===== src/srfd_defines.svh =====
`ifndef SRFD_DEFINES_SVH
`define SRFD_DEFINES_SVH

// Register map, byte addresses
`define SRFD_ADR_CTRL     4'h0
`define SRFD_ADR_STAT     4'h4

// Control field positions and reset value
`define SRFD_CTRL_INSEL   0
`define SRFD_CTRL_RF      1
`define SRFD_CTRL_STN     2
`define SRFD_CTRL_UNENC   3
`define SRFD_CTRL_RST     4'h5

// Bit counter
`define SRFD_BIT_LAST     4'h9
`define SRFD_BIT_HALF     4'h5
`define SRFD_RUN_MIN      4'h4

// Framing
`define SRFD_COMMA_NEG    10'h0fa
`define SRFD_COMMA_POS    10'h305
`define SRFD_DBL_BYTES    12'h800
`define SRFD_DBL_WIN      3'h5
`define SRFD_AGE_MAX      3'h7

// Decoder
`define SRFD_K28_NEG      6'h0f
`define SRFD_K28_POS      6'h30
`define SRFD_VIOL_CODE    8'he0
`define SRFD_D00          8'h00

// Self-test
`define SRFD_SEED         9'h001

`endif


===== src/srfd_pkg.sv =====
package srfd_pkg;

   typedef enum logic [0:0] {
      FR_SINGLE = 1'b0,
      FR_DOUBLE = 1'b1
   } srfd_frm_t;

   typedef enum logic [1:0] {
      BS_OFF  = 2'b00,
      BS_WAIT = 2'b01,
      BS_RUN  = 2'b10
   } srfd_bist_t;

   typedef struct packed {
      logic [7:0] data;
      logic       special;
      logic       viol;
   } srfd_out_t;

   typedef struct packed {
      logic [3:0]  in1;
      logic [3:0]  in2;
      logic        tied1;
      logic        tied2;
      logic        last_bit;
      logic [9:0]  sr;
      logic [3:0]  bitcnt;
      logic [9:0]  dec;
      logic [9:0]  dec2;
      logic        recovered_byte_clock;
      logic [3:0]  run;
      logic        rf;
      logic        rdy_hold;
      srfd_frm_t   frm;
      logic [11:0] rf_bytes;
      logic        pend;
      logic [3:0]  pend_pos;
      logic [2:0]  pend_age;
      logic        rd;
      srfd_out_t   out;
      logic        rdy_n;
      srfd_bist_t  bist;
      logic        status;
      logic [3:0]  ctrl;
      logic        ack;
      logic [31:0] dat;
   } srfd_state_t;

endpackage : srfd_pkg


===== src/srfd_receiver.sv =====
// The implementer's own choices: the Wishbone register port and the register addresses.
`timescale 1ns/1ps
`include "srfd_defines.svh"

// Operation
// - Input select high picks first serial pair, low picks second pair.
// - Status output tied high makes second pair differential, else positive pin single-ended.
// - In translator use, negative second pin level is copied to status output.
// - Bit counter moves shifter into decode register each byte and forms byte clock.
// - Reframing never shortens byte clock period or pulse widths; stretching allowed.
// - Comma K28.5 in stream resets bit counter, aligning bytes to comma.
// - Reframe enable low keeps current alignment, no reframing at all.
// - After reframe enable rises, ready stays inactive until a comma is seen.
// - After 2048 bytes of reframe enable, need two aligned commas within 5 bytes.
// - Shifter takes one bit per bit clock and shows contents to framer each bit.
// - Decoder restores bytes, flag low for data, high for special characters.
// - Bad codes and disparity errors raise violation flag with violation code.
// - Output register updates byte and flags only on byte clock rising edge.
// - Self-test turns output register into LFSR with 511-byte sequence.
// - Synchronized self-test compares each decoded byte with output register contents.
// - Self-test LFSR starts on first received D0.0 loop start character.
// - Once started, each mismatching byte raises violation flag.
// - Expected code violations within the sequence are not reported.
// - Ready pulses high once per completed self-test loop.
// - Leaving and re-entering self-test reinitializes the checker.
// - Self-test enable low enters self-test, which waits for D0.0 first.
// - Reframe enable is sampled on byte clock falling edge.
// - Encoded ready pulses low per byte, only last of comma runs.
// - Unencoded ready signals only when a comma is at the outputs.
module srfd_receiver #(
   parameter logic [11:0] DBL_BYTES = `SRFD_DBL_BYTES,
   parameter logic [2:0]  DBL_WIN   = `SRFD_DBL_WIN
) (
   input  wire logic        clk_i,
   input  wire logic        rst_i,
   input  wire logic        serial_in_first_pair_p_i,
   input  wire logic        serial_in_first_pair_n_i,
   input  wire logic        serial_in_second_pair_p_i,
   input  wire logic        serial_in_second_pair_n_i,
   input  wire logic        status_out_tied_i,
   output logic             status_out_o,
   output logic             recovered_byte_clock_o,
   output logic [7:0]       received_byte_o,
   output logic             special_char_flag_o,
   output logic             violation_flag_o,
   output logic             ready_strobe_n_o,
   input  wire logic        wb_cyc_i,
   input  wire logic        wb_stb_i,
   input  wire logic        wb_we_i,
   input  wire logic [3:0]  wb_adr_i,
   input  wire logic [3:0]  wb_sel_i,
   input  wire logic [31:0] wb_dat_i,
   output logic [31:0]      wb_dat_o,
   output logic             wb_ack_o
);
   import srfd_pkg::*;

   srfd_state_t q;
   srfd_state_t s;

   // Returns {valid, 5b value}
   function automatic logic [5:0] dec6(input logic [5:0] c);
      logic [5:0] r;
      r = 6'h00;
      case (c)
         6'h27, 6'h18: r = {1'b1, 5'h00};
         6'h1d, 6'h22: r = {1'b1, 5'h01};
         6'h2d, 6'h12: r = {1'b1, 5'h02};
         6'h31:        r = {1'b1, 5'h03};
         6'h35, 6'h0a: r = {1'b1, 5'h04};
         6'h29:        r = {1'b1, 5'h05};
         6'h19:        r = {1'b1, 5'h06};
         6'h38, 6'h07: r = {1'b1, 5'h07};
         6'h39, 6'h06: r = {1'b1, 5'h08};
         6'h25:        r = {1'b1, 5'h09};
         6'h15:        r = {1'b1, 5'h0a};
         6'h34:        r = {1'b1, 5'h0b};
         6'h0d:        r = {1'b1, 5'h0c};
         6'h2c:        r = {1'b1, 5'h0d};
         6'h1c:        r = {1'b1, 5'h0e};
         6'h17, 6'h28: r = {1'b1, 5'h0f};
         6'h1b, 6'h24: r = {1'b1, 5'h10};
         6'h23:        r = {1'b1, 5'h11};
         6'h13:        r = {1'b1, 5'h12};
         6'h32:        r = {1'b1, 5'h13};
         6'h0b:        r = {1'b1, 5'h14};
         6'h2a:        r = {1'b1, 5'h15};
         6'h1a:        r = {1'b1, 5'h16};
         6'h3a, 6'h05: r = {1'b1, 5'h17};
         6'h33, 6'h0c: r = {1'b1, 5'h18};
         6'h26:        r = {1'b1, 5'h19};
         6'h16:        r = {1'b1, 5'h1a};
         6'h36, 6'h09: r = {1'b1, 5'h1b};
         6'h0e:        r = {1'b1, 5'h1c};
         6'h2e, 6'h11: r = {1'b1, 5'h1d};
         6'h1e, 6'h21: r = {1'b1, 5'h1e};
         6'h2b, 6'h14: r = {1'b1, 5'h1f};
         6'h0f, 6'h30: r = {1'b1, 5'h1c};
         default:      r = 6'h00;
      endcase
      return r;
   endfunction : dec6

   // Returns {valid, 3b value}
   function automatic logic [3:0] dec4(input logic [3:0] c);
      logic [3:0] r;
      r = 4'h0;
      case (c)
         4'hb, 4'h4:             r = {1'b1, 3'h0};
         4'h9:                   r = {1'b1, 3'h1};
         4'h5:                   r = {1'b1, 3'h2};
         4'hc, 4'h3:             r = {1'b1, 3'h3};
         4'hd, 4'h2:             r = {1'b1, 3'h4};
         4'ha:                   r = {1'b1, 3'h5};
         4'h6:                   r = {1'b1, 3'h6};
         4'he, 4'h1, 4'h7, 4'h8: r = {1'b1, 3'h7};
         default:                r = 4'h0;
      endcase
      return r;
   endfunction : dec4

   logic       bit_sel;
   logic       diff_b;
   logic [9:0] sr_n;
   logic       comma;
   logic       hit;
   logic       reframe;
   logic       byte_done;
   logic       want;
   logic       ckr_rise;
   logic       ckr_fall;
   logic [5:0] six;
   logic [3:0] four;
   logic [3:0] four_k;
   logic [5:0] r6;
   logic [3:0] r4;
   logic [2:0] p6;
   logic [2:0] p4;
   logic       k28;
   logic       alt7;
   logic       rd1;
   logic       derr;
   logic       special;
   logic [7:0] byte_v;
   logic       cerr;
   logic [8:0] exp_v;
   logic [8:0] nxt_v;
   logic       mism;
   logic       cur_comma;
   logic       nxt_comma;
   logic       wb_req;

   always_comb begin
      s = q;
      bit_sel = 1'b0;
      diff_b = 1'b0;
      sr_n = 10'h000;
      comma = 1'b0;
      hit = 1'b0;
      reframe = 1'b0;
      byte_done = 1'b0;
      want = 1'b0;
      ckr_rise = 1'b0;
      ckr_fall = 1'b0;
      six = q.dec2[9:4];
      four = q.dec2[3:0];
      four_k = 4'h0;
      r6 = 6'h00;
      r4 = 4'h0;
      p6 = 3'h0;
      p4 = 3'h0;
      k28 = 1'b0;
      alt7 = 1'b0;
      rd1 = 1'b0;
      derr = 1'b0;
      special = 1'b0;
      byte_v = 8'h00;
      cerr = 1'b0;
      exp_v = 9'h000;
      nxt_v = 9'h000;
      mism = 1'b0;
      cur_comma = 1'b0;
      nxt_comma = 1'b0;
      wb_req = wb_cyc_i & wb_stb_i;

      // Pins pass two flops before use
      s.in1 = {serial_in_first_pair_p_i, serial_in_first_pair_n_i,
               serial_in_second_pair_p_i, serial_in_second_pair_n_i};
      s.in2 = q.in1;
      s.tied1 = status_out_tied_i;
      s.tied2 = q.tied1;

      // Equal legs of a pair carry no bit; hold the last one
      if (q.ctrl[`SRFD_CTRL_INSEL]) begin
         bit_sel = (q.in2[3] ^ q.in2[2]) ? q.in2[3] : q.last_bit;
      end else begin
         diff_b = (q.in2[1] ^ q.in2[0]) ? q.in2[1] : q.last_bit;
         bit_sel = q.tied2 ? diff_b : q.in2[1];
      end
      s.last_bit = bit_sel;
      s.status = ~q.tied2 & q.in2[0];

      // One bit per clock; clk_i stands in for the recovered bit clock
      sr_n = {q.sr[8:0], bit_sel};
      s.sr = sr_n;
      comma = (sr_n == `SRFD_COMMA_NEG) | (sr_n == `SRFD_COMMA_POS);
      hit = q.rf & comma & (q.bitcnt != `SRFD_BIT_LAST);
      if (q.frm == FR_DOUBLE) begin
         reframe = hit & q.pend & (q.pend_pos == q.bitcnt) & (q.pend_age <= DBL_WIN);
      end else begin
         reframe = hit;
      end
      if (hit & ~reframe) begin
         s.pend = 1'b1;
         s.pend_pos = q.bitcnt;
         s.pend_age = 3'h0;
      end
      if (reframe) begin
         s.pend = 1'b0;
      end

      byte_done = (q.bitcnt == `SRFD_BIT_LAST) | reframe;
      s.bitcnt = byte_done ? 4'h0 : q.bitcnt + 4'h1;
      if (byte_done) begin
         s.dec2 = q.dec;
         s.dec = sr_n;
         if (!reframe && hit == 1'b0 && q.pend_age != `SRFD_AGE_MAX) begin
            s.pend_age = q.pend_age + 3'h1;
         end
         if (q.rf) begin
            if (q.rf_bytes == DBL_BYTES) begin
               s.frm = FR_DOUBLE;
            end else begin
               s.rf_bytes = q.rf_bytes + 12'h001;
            end
         end
      end
      if (!q.rf) begin
         s.rf_bytes = 12'h000;
         s.frm = FR_SINGLE;
         s.pend = 1'b0;
      end

      // Level changes only after a full half period, so reframe only stretches
      want = s.bitcnt < `SRFD_BIT_HALF;
      if (want != q.recovered_byte_clock && q.run >= `SRFD_RUN_MIN) begin
         s.recovered_byte_clock = want;
         s.run = 4'h0;
      end else if (q.run != 4'hf) begin
         s.run = q.run + 4'h1;
      end
      ckr_rise = s.recovered_byte_clock & ~q.recovered_byte_clock;
      ckr_fall = ~s.recovered_byte_clock & q.recovered_byte_clock;

      if (ckr_fall) begin
         s.rf = q.ctrl[`SRFD_CTRL_RF];
         if (q.ctrl[`SRFD_CTRL_RF] & ~q.rf) begin
            s.rdy_hold = 1'b1;
         end
      end

      // Decode of the older stage; the newer one gives comma lookahead
      r6 = dec6(six);
      k28 = (six == `SRFD_K28_NEG) | (six == `SRFD_K28_POS);
      four_k = (six == `SRFD_K28_POS) ? ~four : four;
      r4 = dec4(four_k);
      alt7 = (four == 4'h7) | (four == 4'h8);
      p6 = 3'($countones(six));
      p4 = 3'($countones(four));
      derr = ((p6 == 3'h4) & q.rd) | ((p6 == 3'h2) & ~q.rd);
      rd1 = (p6 == 3'h3) ? q.rd : (p6 == 3'h4);
      derr = derr | ((p4 == 3'h3) & rd1) | ((p4 == 3'h1) & ~rd1);
      cerr = ~r6[5] | ~r4[3] | derr | (p6 < 3'h2) | (p6 > 3'h4) | (p4 < 3'h1) | (p4 > 3'h3);
      special = k28 | (alt7 & ((r6[4:0] == 5'h17) | (r6[4:0] == 5'h1b) |
                               (r6[4:0] == 5'h1d) | (r6[4:0] == 5'h1e)));
      byte_v = {r4[2:0], r6[4:0]};
      if (cerr) begin
         byte_v = `SRFD_VIOL_CODE;
         special = 1'b1;
      end
      cur_comma = (q.dec2 == `SRFD_COMMA_NEG) | (q.dec2 == `SRFD_COMMA_POS);
      nxt_comma = (q.dec == `SRFD_COMMA_NEG) | (q.dec == `SRFD_COMMA_POS);
      exp_v = {q.out.special, q.out.data};
      nxt_v = {exp_v[7:0], exp_v[8] ^ exp_v[4]};
      mism = {special, byte_v} != exp_v;

      if (q.ctrl[`SRFD_CTRL_STN]) begin
         s.bist = BS_OFF;
      end else if (q.bist == BS_OFF) begin
         s.bist = BS_WAIT;
      end

      if (ckr_rise) begin
         s.rd = p4 == 3'h2 ? rd1 : (p4 == 3'h3);
         case (q.bist)
            BS_WAIT: begin
               s.out.viol = 1'b0;
               s.rdy_n = 1'b1;
               if (!cerr && !special && byte_v == `SRFD_D00 && !q.ctrl[`SRFD_CTRL_STN]) begin
                  s.bist = BS_RUN;
                  {s.out.special, s.out.data} = `SRFD_SEED;
                  s.rdy_n = 1'b0;
               end
            end
            BS_RUN: begin
               s.out.viol = mism;
               {s.out.special, s.out.data} = nxt_v;
               s.rdy_n = nxt_v == `SRFD_SEED;
            end
            default: begin
               if (q.ctrl[`SRFD_CTRL_UNENC]) begin
                  s.out.special = q.dec2[9];
                  s.out.data = q.dec2[8:1];
                  s.out.viol = q.dec2[0];
                  s.rdy_n = ~cur_comma;
               end else begin
                  s.out.data = byte_v;
                  s.out.special = special;
                  s.out.viol = cerr;
                  s.rdy_n = cur_comma & nxt_comma;
               end
               if (q.rdy_hold) begin
                  s.rdy_n = ~cur_comma;
                  s.rdy_hold = ~cur_comma;
               end
            end
         endcase
      end

      // Wishbone classic, ack one cycle after request
      s.ack = wb_req & ~q.ack;
      s.dat = 32'h0000_0000;
      if (wb_req & ~q.ack) begin
         if (wb_we_i && wb_sel_i[0] && wb_adr_i == `SRFD_ADR_CTRL) begin
            s.ctrl = wb_dat_i[3:0];
         end
         if (!wb_we_i) begin
            case (wb_adr_i)
               `SRFD_ADR_CTRL: s.dat = {28'h000_0000, q.ctrl};
               `SRFD_ADR_STAT: s.dat = {16'h0000, q.out.data, 2'h0, q.out.viol,
                                        q.bist, q.frm, q.rf, q.rdy_hold};
               default:        s.dat = 32'h0000_0000;
            endcase
         end
      end

      if (rst_i) begin
         s = '0;
         s.ctrl = `SRFD_CTRL_RST;
         s.rdy_n = 1'b1;
      end
   end

   always_ff @(posedge clk_i) begin
      q <= s;
   end

   assign status_out_o = q.status;
   assign recovered_byte_clock_o = q.recovered_byte_clock;
   assign received_byte_o = q.out.data;
   assign special_char_flag_o = q.out.special;
   assign violation_flag_o = q.out.viol;
   assign ready_strobe_n_o = q.rdy_n;
   assign wb_dat_o = q.dat;
   assign wb_ack_o = q.ack;

endmodule : srfd_receiver


===== config.mk =====
export PLATFORM = sky130hd
export DESIGN_NAME = srfd_receiver
export DESIGN_NICKNAME = d
export VERILOG_FILES = /design/src/srfd_pkg.sv /design/src/srfd_receiver.sv
export VERILOG_INCLUDE_DIRS = /design/src
export SDC_FILE = /design/constraint.sdc
export NUM_CORES = 1
export LEC_CHECK = 0
export ABC_AREA = 1
export CAP_MARGIN = 20
export CORE_ASPECT_RATIO = 1.2
export CORE_UTILIZATION = 40
export CTS_CLUSTER_SIZE = 24
export DETAILED_ROUTE_END_ITERATION = 8
export DONT_BUFFER_PORTS = 1
export PLACE_DENSITY = 0.54
export SLEW_MARGIN = 10
export SYNTH_ARGS = -nofsm -noshare
export SYNTH_HDL_FRONTEND = slang
export SYNTH_SLANG_ARGS = --single-unit

===== constraint.sdc =====
create_clock -name clk_i -period 6.2 [get_ports clk_i]
set_clock_uncertainty 0.1 [all_clocks]
set_input_delay 0.31 -clock clk_i [delete_from_list [all_inputs] [get_ports clk_i]]
set_output_delay 0.31 -clock clk_i [all_outputs]
set_load 0.05 [all_outputs]

; ---- Word level (Yosys, flattened, before mapping)
; Memories as Yosys holds them, arrays and structs flattened. A register that Yosys moved wholly into a read port is not among the register bits.
; Cells that the tools add are included.
[classes]
n_eq_ne = 33
reduce_logical = 24
order_cmp = 7
bitwise = 55
mux = 32
n_addsub = 12
[op_table]
columns = operator, n
row1 = 16-bit case mux with 2 select lines, 1
row2 = 10-bit equality test (second input constant), 3
row3 = 10-bit by 8-bit equality test with 1-bit output (second input constant), 3
row4 = 11-bit case mux with 2 select lines, 1
row5 = 5-bit equality test (second input constant), 4
row6 = 1-bit OR, 19
row7 = 1-bit AND, 18
row8 = 1-bit two-way mux, 15
row9 = 1-bit NOT, 14
row10 = 12-bit by 1-bit adder with 12-bit output (second input constant), 1
row11 = 12-bit equality test (second input constant), 1
row12 = 3-bit by 2-bit equality test with 1-bit output (second input constant), 4
row13 = 3-bit two-way mux, 4
row14 = 6-bit two-way mux, 2
row15 = 11-bit two-way mux, 1
row16 = 1-bit by 1-bit adder with 2-bit output, 5
row17 = 9-bit by 1-bit equality test with 1-bit output (second input constant), 1
row18 = 9-bit two-way mux, 1
row19 = 9-bit inequality test, 1
row20 = 4-bit by 1-bit adder with 4-bit output (second input constant), 2
row21 = 4-bit by 3-bit equality test with 1-bit output (second input constant), 2
row22 = 4-bit equality test (second input constant), 2
row23 = 1-bit logical AND, 8
row24 = 8-bit logical NOT, 1
row25 = other kinds (32), 49
[totals]
reg_bits = 124
n_memories = 2
mem_bits_ro = 448
wordCells = 193
[mem_list]
columns = name, depth, word_bits, rd, rd_ports_with_merged_regs, write_ports, line_no
row1 = (name not given), 64, 6, 1, 1, 0, srfd_receiver.sv:65  ; case (c)
row2 = (name not given), 16, 4, 1, 0, 0, srfd_receiver.sv:108  ; case (c)

; ---- Logic depth before layout (Yosys ltp)
[logic_depth]
word_depth = 24
ltp_mapped = 23

; ---- Worst setup path after synthesis
; OpenSTA, ideal clock, no wires.
[synth_path]
path_type = reg-to-reg
from = reg q[84] in the netlist's numbering
to = reg q, in the netlist ready_strobe_n_o
path_stages_with_launch = 22
setup_ns = 0.115
arrival_ns = 3.575
synth_period_minus_slack_ns = 3.790
slack_ns = 2.410
path_cell_list = dfxtp_1 -> fa_1 -> inv_1 -> fa_1 -> inv_1 -> ha_1 -> inv_1 -> fa_1 -> nand2_1 -> nand3_1 -> nor3_1 -> nor2b_1 -> nand2_2 -> nor2_8 -> nand2_2 -> inv_2 -> nand3b_4 -> o21ai_4 -> buf_6 -> nand2_1 -> nand2_1 -> nand2_1
[synth_via]
elab_chain_len = 20
elab_cells_between_ends = 47
[synth_lines]
columns = element, line_no
row1 = from (decl), srfd_receiver.sv:58  ; srfd_state_t q;
row2 = from (signal assigned), srfd_receiver.sv:355  ; q <= s;
row3 = branches (longest 19 deep; another with 2-bit by 2-bit adder with 3-bit output), -
row4 = 11-bit case mux with 2 select lines (*), srfd_receiver.sv:295  ; case (q.bist)
; Mark *: on every way between the ends.
; A chain may end at the register's enable or synchronous reset.

; ---- Worst setup path in the final report
[layout_path]
from = reg q[84] in the netlist's numbering
to = reg q, in the netlist received_byte_o[0]
[layout_via]
elab_chain_len = 20
elab_cells_between_ends = 42
[layout_lines]
columns = element
row1 = branches (longest 20 deep; another with 2-bit by 2-bit adder with 3-bit output)
; Several ways; the timed one is not identified.

==> flow_summary.json <==
{
  "whs_endpoint": "q[38]",
  "critical_path_class": "reg2reg",
  "syn_avg_cell_area_um2": 6.840,
  "num_vias": 5624,
  "fp.dieH_um": 141.6,
  "via_per_inst": 4.933,
  "layout-drive-gt1-share_pct": 5.794,
  "place_area_mm2": 0.006424,
  "reg2reg_depth": 20,
  "synthTopCellsByArea": "dfxtp_1 34%, nand2_1 13%, nand3_1 7.2%, inv_1 6.6%, nor2_1 5.3%",
  "drc": 0,
  "maxCapViolCount": 0,
  "synth-edff-count": 0,
  "drt_iter0_drc": 472,
  "startpoint_type": "register",
  "r2r-end": "received_byte_o[0]",
  "gp_congestion": 0.8516,
  "rr_startpoint": "q[84]",
  "clockBufferDepth": 2,
  "slew_viol_final": 0,
  "clk_pin_slew_worst_paths_ps": 90,
  "num_rows": 50,
  "end_kind": "register",
  "netlist_area_mm2": 0.006491,
  "cp.required_ps": 6350,
  "final_antenna_net_count": 0,
  "synth_top_cell_by_area": "dfxtp_1",
  "final_cells": 1140,
  "cp_top_family": "adder cells",
  "nNetsFinal": 1008,
  "clk_latency_ps": 360,
  "worstMarginPinSlew_ps": 813.2,
  "ys_ff_latch": 111,
  "grt_max_degree": 36,
  "netlist_top_cells_count": "219 x nand2_1, 115 x inv_1, 111 x dfxtp_1",
  "hold_path_class": "in2reg",
  "antenna_found_initial": 0,
  "grt_util_all_layers_pct": 18.90,
  "grt_overflow": 0,
  "cts_tree": "built",
  "numCtsBuffers": 9,
  "io-pin-count": 96,
  "status": "complete, no violations",
  "core_area_mm2": 0.01570,
  "crit_buf_inv": 4,
  "post-place-cells": 1113,
  "worstPathArrival_ps": 4530,
  "slew_headroom_pct": 45.29,
  "setup_viol": 0,
  "drt-pass1-iter-count": 4,
  "ys_warn_count": 0,
  "synth_cell_types": 48,
  "routedWlPerCell_um": 13.46,
  "portBuffers": 0,
  "power_density_mw_per_mm2": 216.7,
  "min_path_cells": 2,
  "fin_crit_sh_pct": 70.65,
  "rsz0062_at_grt": "false",
  "die_area_mm2": 0.01674,
  "peakVddDrop_v": 0.0001303,
  "root_buffer": "clkbuf_16",
  "synth_top_area_share_pct": 34.23,
  "area_delta_synth_final_pct": 5.416,
  "cts_max_level": 3,
  "finalCriticalPeriod_ps": 4380,
  "antenna_cells": 0,
  "die_w_um": 118.3,
  "grt_pass1_vias": 5197,
  "grt_pass1_wl_mm": 25.34,
  "start_util_pct": 41.34,
  "tns_ps": 0,
  "seq_area_frac_synth_pct": 34.23,
  "cts_sinks": 111,
  "fin_area_mm2": 0.006843,
  "synth_most_common_cell": "nand2_1",
  "postSynth.topFlopCell": "dfxtp_1",
  "drt_wl_total_mm": 15.34,
  "cp_slowest_stage_delay_ps": 540,
  "async_reset_ff_share_pct": 0,
  "hpwlAfterDp_mm": 11.51,
  "total_leakage_power_uw": 0.002955,
  "critPathMaxFanout": 19,
  "min-delay-start": "rst_i",
  "critical_path.cell_chain": "fa_1 > inv_1 > fa_1 > inv_1 > ha_1 > inv_1 > fa_1 > nand2_1 > nand3_1 > nor3_1 > nor2b_1 > nand2_2 > nor2_8 > nand2_2 > inv_2 > nand3b_4 > o21ai_4 > nand4_1 > nand2_1 > nor2_1",
  "max_freq_ghz": 0.2283,
  "syn_inst": 949,
  "cts_resized": 0,
  "crit_path_top_delay_cell": "fa_1",
  "nFillCells": 1671,
  "hold_viol": 0,
  "r2r_slack_ps": 1820
}
==> sequential cells by signal, summed over array words and instances (netlist names) <==
name	flops
ready_strobe_n_o	1
received_byte_o	8
wb_ack_o	1
special_char_flag_o	1
violation_flag_o	1
q	73
four	4
wb_dat_o	14
recovered_byte_clock_o	1
r6	6
status_out_o	1
==> worst reg2reg max path: cells and delay by family (launching register included) <==
| kind | cells | cell delay (ps) |
|---|---|---|
| AOI/OAI and AO/OA | 1 | 440 |
| and+or+nand+nor | 11 | 1490 |
| buffers and inverters | 4 | 240 |
| DFF | 1 | 370 |
| adders and majority gates | 4 | 1660 |
==> placed cells by master, fill, tap and decap left out, types with 18 or more instances in the layout <==
cell	netlist	routed
nor3_1	23	23
conb_1	1	18
nand2_1	219	219
a21oi_1	68	68
ha_1	27	27
nor2_1	92	92
nand3_1	93	93
o21ai_0	42	42
dfxtp_1	111	111
inv_1	115	115
==> repair_timing <==
| item | in CTS | in global routing |
|---|---|---|
| endpoints found under the hold margin | 27 | 0 |
| hold buffers | 10 | 0 |
| buffers inserted | 0 | 0 |
==> cells by family (layout without fill, tap and decap cells) <==
family,Yosys count,in the layout,share of synthesized area [%]
mux,1,1,0.1542
other cells,1,18,0.05777
simple gates,472,472,32.75
fa+ha+maj,31,31,6.438
buf+inv,186,152,13.38
flops,111,111,34.23
compound gates,142,142,12.32
xor+xnor,5,5,0.6748
==> worst max-delay path by stage <==
stage | startpoint | endpoint | depth (start not counted)
6_report | q[84] | received_byte_o[0] | 20
2_1_floorplan | q[84] | ready_strobe_n_o | 21
3_5_place_dp | q[84] | received_byte_o[6] | 20
5_1_grt | q[84] | received_byte_o[2] | 20
4_1_cts | q[84] | received_byte_o[0] | 20
3_3_place_gp | q[84] | received_byte_o[0] | 20
==> final cells by class <==
cell class | count | area, um^2 | area share (%)
Multi-Input combinational cell | 669 | 3465 | 50.63
Tap cell | 208 | 260.3 | 3.803
Timing Repair Buffer | 13 | 130.1 | 1.902
Clock inverter | 7 | 78.83 | 1.152
Clock buffer | 9 | 225.2 | 3.291
Inverter | 123 | 461.7 | 6.747
Sequential cell | 111 | 2222 | 32.47
==> routing by layer <==
metal | global-route usage [%] | vias to the layer above | share of wire (%)
met5 | 0 | - | 0
met4 | 5.938 | 0 | 2.0
met3 | 3.899 | 16 | 4.1
met2 | 33.56 | 92 | 49
met1 | 22.77 | 2554 | 45
li1 | - | 2962 | -
==> report_power, final <==
part | switching [uW] | internal [uW] | total [uW]
registers | 44.7 | 729 | 774
logic | 75.4 | 31.7 | 107
clock network | 309 | 293 | 602
==> per-stage QoR <==
stage	setup slack (ps)	utilization, %	hold slack (ps)	power, uW
final	1820	43.58	16.74	1483
after global routing	1536	43.58	9.380	1549
after global placement	1848	40.91	285.8	888.5
after detailed placement	1825	40.91	287.8	888.7
after floorplan	2410	-	288.3	885.9
after CTS	1823	43.48	2.648	1503
(Power assumes the default switching activity.)
